**config.mk**
```make
export PLATFORM = sky130hd
export DESIGN_NAME = ctd_regs
export DESIGN_NICKNAME = d
export VERILOG_FILES = /design/src/design/ctd_pkg.sv /design/src/design/ctd_regs.sv
export SDC_FILE = /design/constraint.sdc
export NUM_CORES = 1
export LEC_CHECK = 0
export BUFFER_PORTS_ARGS = -buffer_cell sky130_fd_sc_hd__buf_2
export CAP_MARGIN = 15
export CORE_MARGIN = 4
export CORE_UTILIZATION = 44
export CTS_CLUSTER_DIAMETER = 60
export DETAILED_ROUTE_END_ITERATION = 6
export PLACE_DENSITY = 0.59
export REMOVE_ABC_BUFFERS = 1
export SYNTH_ARGS = -nofsm -noshare
export SYNTH_HDL_FRONTEND = slang
export SYNTH_SLANG_ARGS = --single-unit
```
**constraint.sdc**
```tcl
create_clock -name clk -period 5.3 [get_ports clk]
set_input_delay 0.795 -clock clk [delete_from_list [all_inputs] [get_ports clk]]
set_output_delay 0.795 -clock clk [all_outputs]
set_load 0.01 [all_outputs]
```
**src/design/ctd_pkg.sv**
```systemverilog
// Constants, register map and carrier types for the copper test and diagnostics registers
// Summary of operation
// RULE1 - Generator gap length in bytes is gap field plus one; field resets to twelve
// RULE2 - Half duplex: receive start during transmit bytes 65..96 bumps counter one
// RULE3 - Half duplex: receive start during transmit bytes 97..128 bumps counter two
// RULE4 - Half duplex: receive start during transmit bytes 129..192 bumps counter three
// RULE5 - Half duplex: receive start after 192 transmit bytes bumps counter four
// RULE6 - Collision timing is judged at the internal gigabit interface byte position
// RULE7 - Collision counters saturate at maximum and clear to zero when read
// RULE8 - Window adjust moves the first window start earlier by its value in bytes
// RULE9 - Polling code 00 one second, 01 ten milliseconds, 1x polling off
// RULE10 - Threshold in Celsius is five times field minus 25; resets to 0x19
// RULE11 - Interrupt enable bit lets the temperature event reach the interrupt
// RULE12 - Status bit latches high when temperature reaches threshold
// RULE13 - Manual bit drives sensor acquire, only when the select field is binary 10
// RULE14 - Coarse readout returns bits 5..1 of the temperature value
// RULE15 - Averaging code picks 2^9, 2^11, 2^13 or 2^15 samples; resets to 01
// RULE16 - Sampling interval code picks one of eight periods; resets to 100
// RULE17 - Alternative readout is Celsius plus 25 as an eight bit value
// RULE18 - Software writes the top reserved control bit only with its reset value
// RULE19 - Interrupt output high while status and enable are both set; the code registers it, so it follows them one cycle later
// RULE20 - Status clears on read and sets again if still at threshold
// RULE21 - Increment in the same cycle as a clearing read leaves the counter at one
package ctd_pkg;
   // ------------------------------------------------------------
   // Register map
   // ------------------------------------------------------------
   localparam logic [4:0] ADDR_GAP = 5'h13;
   localparam logic [4:0] ADDR_LC_LO = 5'h17;
   localparam logic [4:0] ADDR_LC_HI = 5'h18;
   localparam logic [4:0] ADDR_WIN = 5'h19;
   localparam logic [4:0] ADDR_TCTL = 5'h1a;
   localparam logic [4:0] ADDR_TALT = 5'h1b;
   localparam logic [15:0] GAP_RST = 16'h000c;
   localparam logic [15:0] WIN_RST = 16'h0000;
   localparam logic [15:0] TCTL_RST = 16'h1900;
   localparam logic [15:0] TALT_RST = 16'h0c00;
   // Status bit 6 and readout 4:0 are not stored from writes
   localparam logic [15:0] TCTL_WMASK = 16'hffa0;
   localparam logic [15:0] TALT_WMASK = 16'hff00;
   localparam int WIN_ADJ_LSB = 8;
   localparam int POLL_LSB = 13;
   localparam int THR_LSB = 8;
   localparam int IEN_BIT = 7;
   localparam int STAT_BIT = 6;
   localparam int MAN_BIT = 5;
   localparam int AVG_LSB = 11;
   localparam int SRATE_LSB = 8;
   localparam logic [1:0] MANUAL_SEL = 2'h2;
   localparam logic [1:0] POLL_1S = 2'h0;
   // ------------------------------------------------------------
   // Collision window byte bounds
   // ------------------------------------------------------------
   localparam logic [8:0] WIN1_FIRST = 9'h041;
   localparam logic [8:0] WIN1_LAST = 9'h060;
   localparam logic [8:0] WIN2_LAST = 9'h080;
   localparam logic [8:0] WIN3_LAST = 9'h0c0;
   localparam logic [7:0] TEMP_MULT = 8'h05;
   // ------------------------------------------------------------
   // Timing
   // ------------------------------------------------------------
   localparam longint CLK_PERIOD_NS = 40;
   localparam longint POLL_SLOW_NS = 1000000000;
   localparam longint POLL_FAST_NS = 10000000;
   localparam longint POLL_SLOW_CYC = POLL_SLOW_NS / CLK_PERIOD_NS;
   localparam longint POLL_FAST_CYC = POLL_FAST_NS / CLK_PERIOD_NS;
   localparam longint SAMP_NS [8] = '{28000, 56000, 168000, 280000, 816000, 2280000,
                                      6220000, 11790000};
   localparam logic [7:0][18:0] SAMP_CYC = {
      19'(SAMP_NS[7] / CLK_PERIOD_NS), 19'(SAMP_NS[6] / CLK_PERIOD_NS),
      19'(SAMP_NS[5] / CLK_PERIOD_NS), 19'(SAMP_NS[4] / CLK_PERIOD_NS),
      19'(SAMP_NS[3] / CLK_PERIOD_NS), 19'(SAMP_NS[2] / CLK_PERIOD_NS),
      19'(SAMP_NS[1] / CLK_PERIOD_NS), 19'(SAMP_NS[0] / CLK_PERIOD_NS)};
   // ------------------------------------------------------------
   // Carriers
   // ------------------------------------------------------------
   typedef struct packed {
      logic half_duplex;
      logic tx_en;
      logic rx_dv;
   } ctd_gmii_s;
   typedef struct packed {
      logic [7:0] value;
      logic valid;
   } ctd_sensor_s;
   typedef struct packed {
      logic [1:0] avg_sel;
      logic [2:0] rate_sel;
      logic sample_tick;
      logic acquire;
   } ctd_sense_cfg_s;
endpackage

```
**src/design/ctd_regs.sv**
```systemverilog
// Copper test and diagnostics register bank with collision counters and temperature monitor
`timescale 1ns/1ns
module ctd_regs #(
   parameter longint POLL_SLOW = ctd_pkg::POLL_SLOW_CYC,
   parameter longint POLL_FAST = ctd_pkg::POLL_FAST_CYC,
   parameter logic [7:0][18:0] SAMPLE_CYC = ctd_pkg::SAMP_CYC
) (
   input wire logic clk,
   input wire logic rst,
   input wire logic [4:0] addr,
   input wire logic [15:0] wr_data,
   input wire logic wr_en,
   input wire logic rd_en,
   output logic [15:0] rd_data,
   input wire ctd_pkg::ctd_gmii_s gmii,
   input wire ctd_pkg::ctd_sensor_s sensor,
   input wire logic [1:0] manual_sel,
   output logic [8:0] ipg_bytes,
   output ctd_pkg::ctd_sense_cfg_s sense_cfg,
   output logic irq
);
   // ------------------------------------------------------------
   // Storage
   // ------------------------------------------------------------
   logic [15:0] gap_r;
   logic [15:0] win_r;
   logic [15:0] tctl_r;
   logic [15:0] talt_r;
   logic [7:0] lc_r [4];
   logic [7:0] tx_cnt_r;
   logic rx_dv_r;
   logic [7:0] temp_r;
   logic stat_r;
   logic irq_r;
   logic [8:0] ipg_r;
   logic [15:0] rd_data_r;
   logic [24:0] poll_cnt_r;
   logic [18:0] samp_cnt_r;
   logic acq_r;
   logic tick_r;
   logic poll_tick;
   logic sop;
   logic [8:0] byte_num;
   logic [2:0] bin;
   logic temp_hit;
   logic rd_tctl;
   logic [3:0] inc;
   logic [3:0] clr;

   // Returns {in window, counter index} for the transmit byte being sent
   function automatic logic [2:0] lc_bin(input logic [8:0] b, input logic [4:0] adj);
      logic [8:0] first;
      first = ctd_pkg::WIN1_FIRST - {4'h0, adj};
      if (b < first)
         lc_bin = 3'h0;
      else if (b <= ctd_pkg::WIN1_LAST)
         lc_bin = 3'h4;
      else if (b <= ctd_pkg::WIN2_LAST)
         lc_bin = 3'h5;
      else if (b <= ctd_pkg::WIN3_LAST)
         lc_bin = 3'h6;
      else
         lc_bin = 3'h7;
   endfunction

   function automatic logic hit_addr(input logic [4:0] a, input logic [4:0] r);
      hit_addr = (a == r);
   endfunction

   // ------------------------------------------------------------
   // Writable registers
   // ------------------------------------------------------------
   always_ff @(posedge clk) begin
      if (rst) begin
         gap_r <= ctd_pkg::GAP_RST;
         win_r <= ctd_pkg::WIN_RST;
         tctl_r <= ctd_pkg::TCTL_RST;
         talt_r <= ctd_pkg::TALT_RST;
      end else if (wr_en) begin
         if (hit_addr(addr, ctd_pkg::ADDR_GAP))
            gap_r <= wr_data;
         if (hit_addr(addr, ctd_pkg::ADDR_WIN))
            win_r <= wr_data;
         // Bit 15 is stored as written; keeping it at reset value is up to software
         if (hit_addr(addr, ctd_pkg::ADDR_TCTL))
            tctl_r <= wr_data & ctd_pkg::TCTL_WMASK;
         if (hit_addr(addr, ctd_pkg::ADDR_TALT))
            talt_r <= wr_data & ctd_pkg::TALT_WMASK;
      end
   end

   // ------------------------------------------------------------
   // Generator gap
   // ------------------------------------------------------------
   always_ff @(posedge clk) begin
      if (rst)
         ipg_r <= 9'h000;
      else
         ipg_r <= {1'b0, gap_r[7:0]} + 9'h001; // RULE1
   end

   // ------------------------------------------------------------
   // Late collision detection at the internal byte interface
   // ------------------------------------------------------------
   always_ff @(posedge clk) begin
      if (rst) begin
         tx_cnt_r <= 8'h00;
         rx_dv_r <= 1'b0;
      end else begin
         rx_dv_r <= gmii.rx_dv;
         // Saturating: anything past byte 255 is still beyond the last bound
         if (!gmii.tx_en)
            tx_cnt_r <= 8'h00;
         else if (tx_cnt_r != 8'hff)
            tx_cnt_r <= tx_cnt_r + 8'h01; // RULE6
      end
   end

   assign byte_num = {1'b0, tx_cnt_r} + 9'h001;
   assign sop = gmii.rx_dv && !rx_dv_r && gmii.tx_en && gmii.half_duplex; // RULE6
   assign bin = lc_bin(byte_num, win_r[ctd_pkg::WIN_ADJ_LSB +: 5]); // RULE8

   genvar gi;
   generate
      for (gi = 0; gi < 4; gi++) begin : g_lc
         assign inc[gi] = sop && bin[2] && (bin[1:0] == 2'(gi)); // RULE2 RULE3 RULE4 RULE5
         assign clr[gi] = rd_en &&
            hit_addr(addr, (gi < 2) ? ctd_pkg::ADDR_LC_LO : ctd_pkg::ADDR_LC_HI);
         always_ff @(posedge clk) begin
            if (rst)
               lc_r[gi] <= 8'h00;
            else if (inc[gi] && clr[gi])
               lc_r[gi] <= 8'h01; // RULE21
            else if (inc[gi] && lc_r[gi] != 8'hff)
               lc_r[gi] <= lc_r[gi] + 8'h01; // RULE7
            else if (clr[gi])
               lc_r[gi] <= 8'h00; // RULE7
         end
      end
   endgenerate

   // ------------------------------------------------------------
   // Temperature monitor
   // ------------------------------------------------------------
   always_ff @(posedge clk) begin
      if (rst)
         temp_r <= 8'h00;
      else if (sensor.valid)
         temp_r <= sensor.value;
   end

   // Celsius cancels its 25 offset on both sides, so raw value meets five times field
   assign temp_hit = temp_r >= 8'(ctd_pkg::TEMP_MULT * {3'h0, tctl_r[ctd_pkg::THR_LSB +: 5]}); // RULE10
   assign rd_tctl = rd_en && hit_addr(addr, ctd_pkg::ADDR_TCTL);

   always_ff @(posedge clk) begin
      if (rst)
         stat_r <= 1'b0;
      else if (temp_hit)
         stat_r <= 1'b1; // RULE12 RULE20
      else if (rd_tctl)
         stat_r <= 1'b0; // RULE20
   end

   always_ff @(posedge clk) begin
      if (rst)
         irq_r <= 1'b0;
      else
         irq_r <= stat_r && tctl_r[ctd_pkg::IEN_BIT]; // RULE11 RULE19
   end

   // Poll timer; a slow rate of one second needs a wide counter
   always_ff @(posedge clk) begin
      if (rst || tctl_r[ctd_pkg::POLL_LSB + 1])
         poll_cnt_r <= 25'h0000000; // RULE9
      else if (poll_tick)
         poll_cnt_r <= 25'h0000000;
      else
         poll_cnt_r <= poll_cnt_r + 25'h0000001;
   end

   // A >= test: a switch from the slow to the fast rate may leave the count past the limit
   assign poll_tick = !tctl_r[ctd_pkg::POLL_LSB + 1] &&
      (poll_cnt_r >= ((tctl_r[ctd_pkg::POLL_LSB +: 2] == ctd_pkg::POLL_1S) ?
                      25'(POLL_SLOW - 1) : 25'(POLL_FAST - 1))); // RULE9

   always_ff @(posedge clk) begin
      if (rst)
         acq_r <= 1'b0;
      else if (manual_sel == ctd_pkg::MANUAL_SEL)
         acq_r <= tctl_r[ctd_pkg::MAN_BIT]; // RULE13
      else
         acq_r <= poll_tick;
   end

   // Sampling interval strobe for the sensor front end
   always_ff @(posedge clk) begin
      if (rst) begin
         samp_cnt_r <= 19'h00000;
         tick_r <= 1'b0;
      end else if (samp_cnt_r >= SAMPLE_CYC[talt_r[ctd_pkg::SRATE_LSB +: 3]] - 19'h00001) begin
         samp_cnt_r <= 19'h00000;
         tick_r <= 1'b1; // RULE16
      end else begin
         samp_cnt_r <= samp_cnt_r + 19'h00001;
         tick_r <= 1'b0;
      end
   end

   // ------------------------------------------------------------
   // Read port
   // ------------------------------------------------------------
   always_ff @(posedge clk) begin
      if (rst)
         rd_data_r <= 16'h0000;
      else if (rd_en) begin
         case (addr)
            ctd_pkg::ADDR_GAP: rd_data_r <= gap_r;
            ctd_pkg::ADDR_LC_LO: rd_data_r <= {lc_r[1], lc_r[0]};
            ctd_pkg::ADDR_LC_HI: rd_data_r <= {lc_r[3], lc_r[2]};
            ctd_pkg::ADDR_WIN: rd_data_r <= win_r;
            ctd_pkg::ADDR_TCTL: rd_data_r <= {tctl_r[15:7], stat_r, tctl_r[5], temp_r[5:1]}; // RULE14
            ctd_pkg::ADDR_TALT: rd_data_r <= {talt_r[15:8], temp_r}; // RULE17
            default: rd_data_r <= 16'h0000;
         endcase
      end
   end

   assign rd_data = rd_data_r;
   assign ipg_bytes = ipg_r;
   assign irq = irq_r;
   assign sense_cfg.avg_sel = talt_r[ctd_pkg::AVG_LSB +: 2]; // RULE15
   assign sense_cfg.rate_sel = talt_r[ctd_pkg::SRATE_LSB +: 3]; // RULE16
   assign sense_cfg.sample_tick = tick_r;
   assign sense_cfg.acquire = acq_r;
endmodule

```
==> flow_summary.ini <==
[sta]
setup_violations = 0
grt_setup_unrepaired = false
hold_viol = 0
hold_ws_ns = 0.456
maxSlewHeadroom_pct = 28.4
tightest_slew_ns = 1.07
final_max_slew_viol_count = 0
tns_ns = 0
timing.final.crit_share_pct = 73.6
finClkSkew_ns = 0.00967
fin_crit_ns = 3.90
fmax_ghz = 0.256

[global_routing]
grt_usage_pct = 19.6
overflow = 0
grt_pass1_vias = 7442
grt_max_degree = 69
antenna_found_initial = 0
grt_pass1_wl_um = 38700

[finish]
fill_cells = 2043
final_cells = 1434
n_antenna_cell = 0
nNetsFinal = 1253
drive_above_1_share_pct = 11.3
fin_util_pct = 50.5
syn_to_final_growth_pct = 11.6

[drt]
wl_met3_um = 1340
routed.top_layer = met4
wl_um = 23800
wl_per_cell_um = 16.6
drt.antenna.violating_nets = 0
route.detailed.drc = 2
vias = 7917
wl_met2_um = 10900
drt_pre_antenna_iters = 7
vias_per_cell = 5.52
drt-initial-drc-count = 502
wl_met1_um = 11300

[critical_path]
critical_path_class = reg -> reg
required_ns = 5.66
r2r_slack_ns = 1.40
worstPathMaxFanout = 19
cp.arrival_ns = 4.26
crit_path_end_kind = flop
startpoint_type = flop
reg2regPathDepth = 13
regToRegEndpoint = samp_cnt_r[16]$_SDFF_PP0_
critPathCapture = samp_cnt_r[16]$_SDFF_PP0_

[cts]
cts-root-buf = clkbuf_16
insertion_delay_ns = 0.43
cts_max_level = 4
clkSinkCount = 187
cts_max_path_buffers = 2
cts_tree = done
clk_pin_slew_ns = 0.07
postCtsSetupBuffers = 0
cts_buffers = 17
cts_hold_buf = 0
cts-resized-gates = 0

[yosys]
syn_avg_cell_area_sq_um = 8.74
yosysTopAreaCell = dfxtp_1
ys_warn_count = 0
yosysUniqueCellTypes = 67
synth_edf_count = 32
yosysMostFrequentCell = dfxtp_1
synthCells = 1103
synth.area.top_cells = dfxtp_1, edfxtp_1, ha_1, nor2_1, nand2_1
netlist_area_sq_mm = 0.00964
ys_async_sr_fraction_pct = 0
yosys_most_used_dff = dfxtp_1
yosys_register_bits = 187
synth.top_cell.area_share_pct = 32.2
yosys-top-cells-count = dfxtp_1, nor2_1, nand2_1, nand3_1, a21oi_1
seq_area_frac_synth_pct = 42.2

[die]
initial_core_util_pct = 45.3
io_pins = 72
die_y_um = 156
num_rows = 53
dieArea_sq_mm = 0.0243
fp.coreArea_sq_mm = 0.0213
fp.dieW_um = 156

[status]
status = finished, violations left
violations = DRC

[hold_path]
hold_class = reg -> reg

[power]
p_per_area_mw_per_mm2 = 274
p_leak_uw = 0.00428
ir_worst_vdd_mv = 0.150

[placement]
io_buffers = 71
globalplace.congestion = 0.833
dpl.hpwl_um = 17100
post-place-cells = 1401

[run]
drv_cap = 0
cell type report:
| type | count | area, sq um | share of cell area [%] |
|---|---|---|---|
| well taps | 275 | 344 | 3.20 |
| clock inverters | 14 | 129 | 1.20 |
| inverters | 37 | 139 | 1.29 |
| multi-input cells | 823 | 5210 | 48.5 |
| clock buffers | 18 | 439 | 4.08 |
| flip-flops and latches | 187 | 4060 | 37.8 |
| repair buffers | 80 | 423 | 3.93 |
how the worst min path moves through the flow:
stage / from / end / slack, ns / depth (start not counted)
5_1_grt: win_r[3]$_SDFFE_PP0P_ / win_r[3]$_SDFFE_PP0P_ / 0.48 / 2
4_1_cts: win_r[15]$_SDFFE_PP0P_ / win_r[15]$_SDFFE_PP0P_ / 0.46 / 2
3_5_place_dp: win_r[6]$_SDFFE_PP0P_ / win_r[6]$_SDFFE_PP0P_ / 0.45 / 2
6_report: win_r[7]$_SDFFE_PP0P_ / win_r[7]$_SDFFE_PP0P_ / 0.46 / 2
2_1_floorplan: gap_r[10]$_SDFFE_PP0P_ / gap_r[10]$_SDFFE_PP0P_ / 0.43 / 2
3_3_place_gp: gap_r[14]$_SDFFE_PP0P_ / gap_r[14]$_SDFFE_PP0P_ / 0.44 / 2
cell usage in the layout, fill, tap and decap left out, types with 4 or more instances in the layout:
master | netlist | routed
nor3_1 | 11 | 10
or3_1 | 7 | 7
and2_1 | 4 | 4
buf_4 | 7 | 8
nand3_1 | 79 | 79
a211o_1 | 5 | 5
inv_1 | 37 | 37
a22oi_1 | 44 | 44
nor2_1 | 133 | 131
mux2i_1 | 11 | 11
and4_1 | 4 | 4
nand4_1 | 28 | 28
inv_6 | 0 | 5
nor2b_1 | 6 | 6
nand2b_1 | 6 | 6
nand2_1 | 114 | 114
and3_1 | 26 | 26
clkbuf_16 | 0 | 17
dfxtp_1 | 155 | 155
xor2_1 | 45 | 45
xnor2_1 | 44 | 44
edfxtp_1 | 32 | 32
o21ai_0 | 39 | 39
a21oi_1 | 72 | 72
buf_2 | 1 | 71
nor4_1 | 6 | 6
or2_2 | 8 | 8
a311oi_1 | 6 | 6
ha_1 | 67 | 67
power breakdown:
group	internal, uW	switching [uW]
logic	73.8	115
clock network	632	595
registers	1480	47.1
total	2190	758
critical path, cell delays in order (launching register included):
cell and delay (ns):
dfxtp_1 0.34, or3_4 0.40, or3b_4 0.43, or4_4 0.43
or3_4 0.35, nor2_2 0.11, xnor2_1 0.13, ha_1 0.26
a2111oi_0 0.38, o21ai_0 0.22, a31oi_1 0.17, o21ai_0 0.09
o31a_1 0.37, nor2_1 0.17
cells by family (layout without fill, tap and decap cells):
group	Yosys count	count (layout)	share of synthesized area [%]
compound gates	200	200	13.1
xor+xnor	89	89	8.09
fa+ha+maj	68	68	8.91
buf+inv	93	149	3.92
flops	187	187	42.2
mux	11	11	1.14
simple gates	455	455	22.7
metrics by stage:
| stage | total power [uW] | worst slack (ns) | cell area, sq um |
|---|---|---|---|
| 3_3_place_gp | 1750 | 1.40 | 10200 |
| 6_report | 2950 | 1.40 | 10800 |
| 5_1_grt | 3060 | 1.05 | 10800 |
| 3_5_place_dp | 1750 | 1.39 | 10200 |
| 4_1_cts | 2980 | 1.38 | 10700 |
| 2_1_floorplan | 1650 | 1.74 | 9400 |
flip-flops by register name (all words and copies together) (netlist names), named ones only:
register	flops
acq_r	1
gap_r	16
ipg_bytes	9
irq	1
lc_r	32
poll_cnt_r	25
rd_data	16
rx_dv_r	1
samp_cnt_r	19
stat_r	1
talt_r	8
tctl_r	10
temp_r	8
tick_r	1
tx_cnt_r	8
win_r	16
per-layer routing:
layer / track usage, % / vias to the layer above
met5: 0 / -
met4: 4.96 / 0
met3: 3.83 / 17
met2: 30.9 / 198
met1: 27.7 / 3715
li1: - / 3987
No activity file was read; power rests on OpenSTA's default activity.
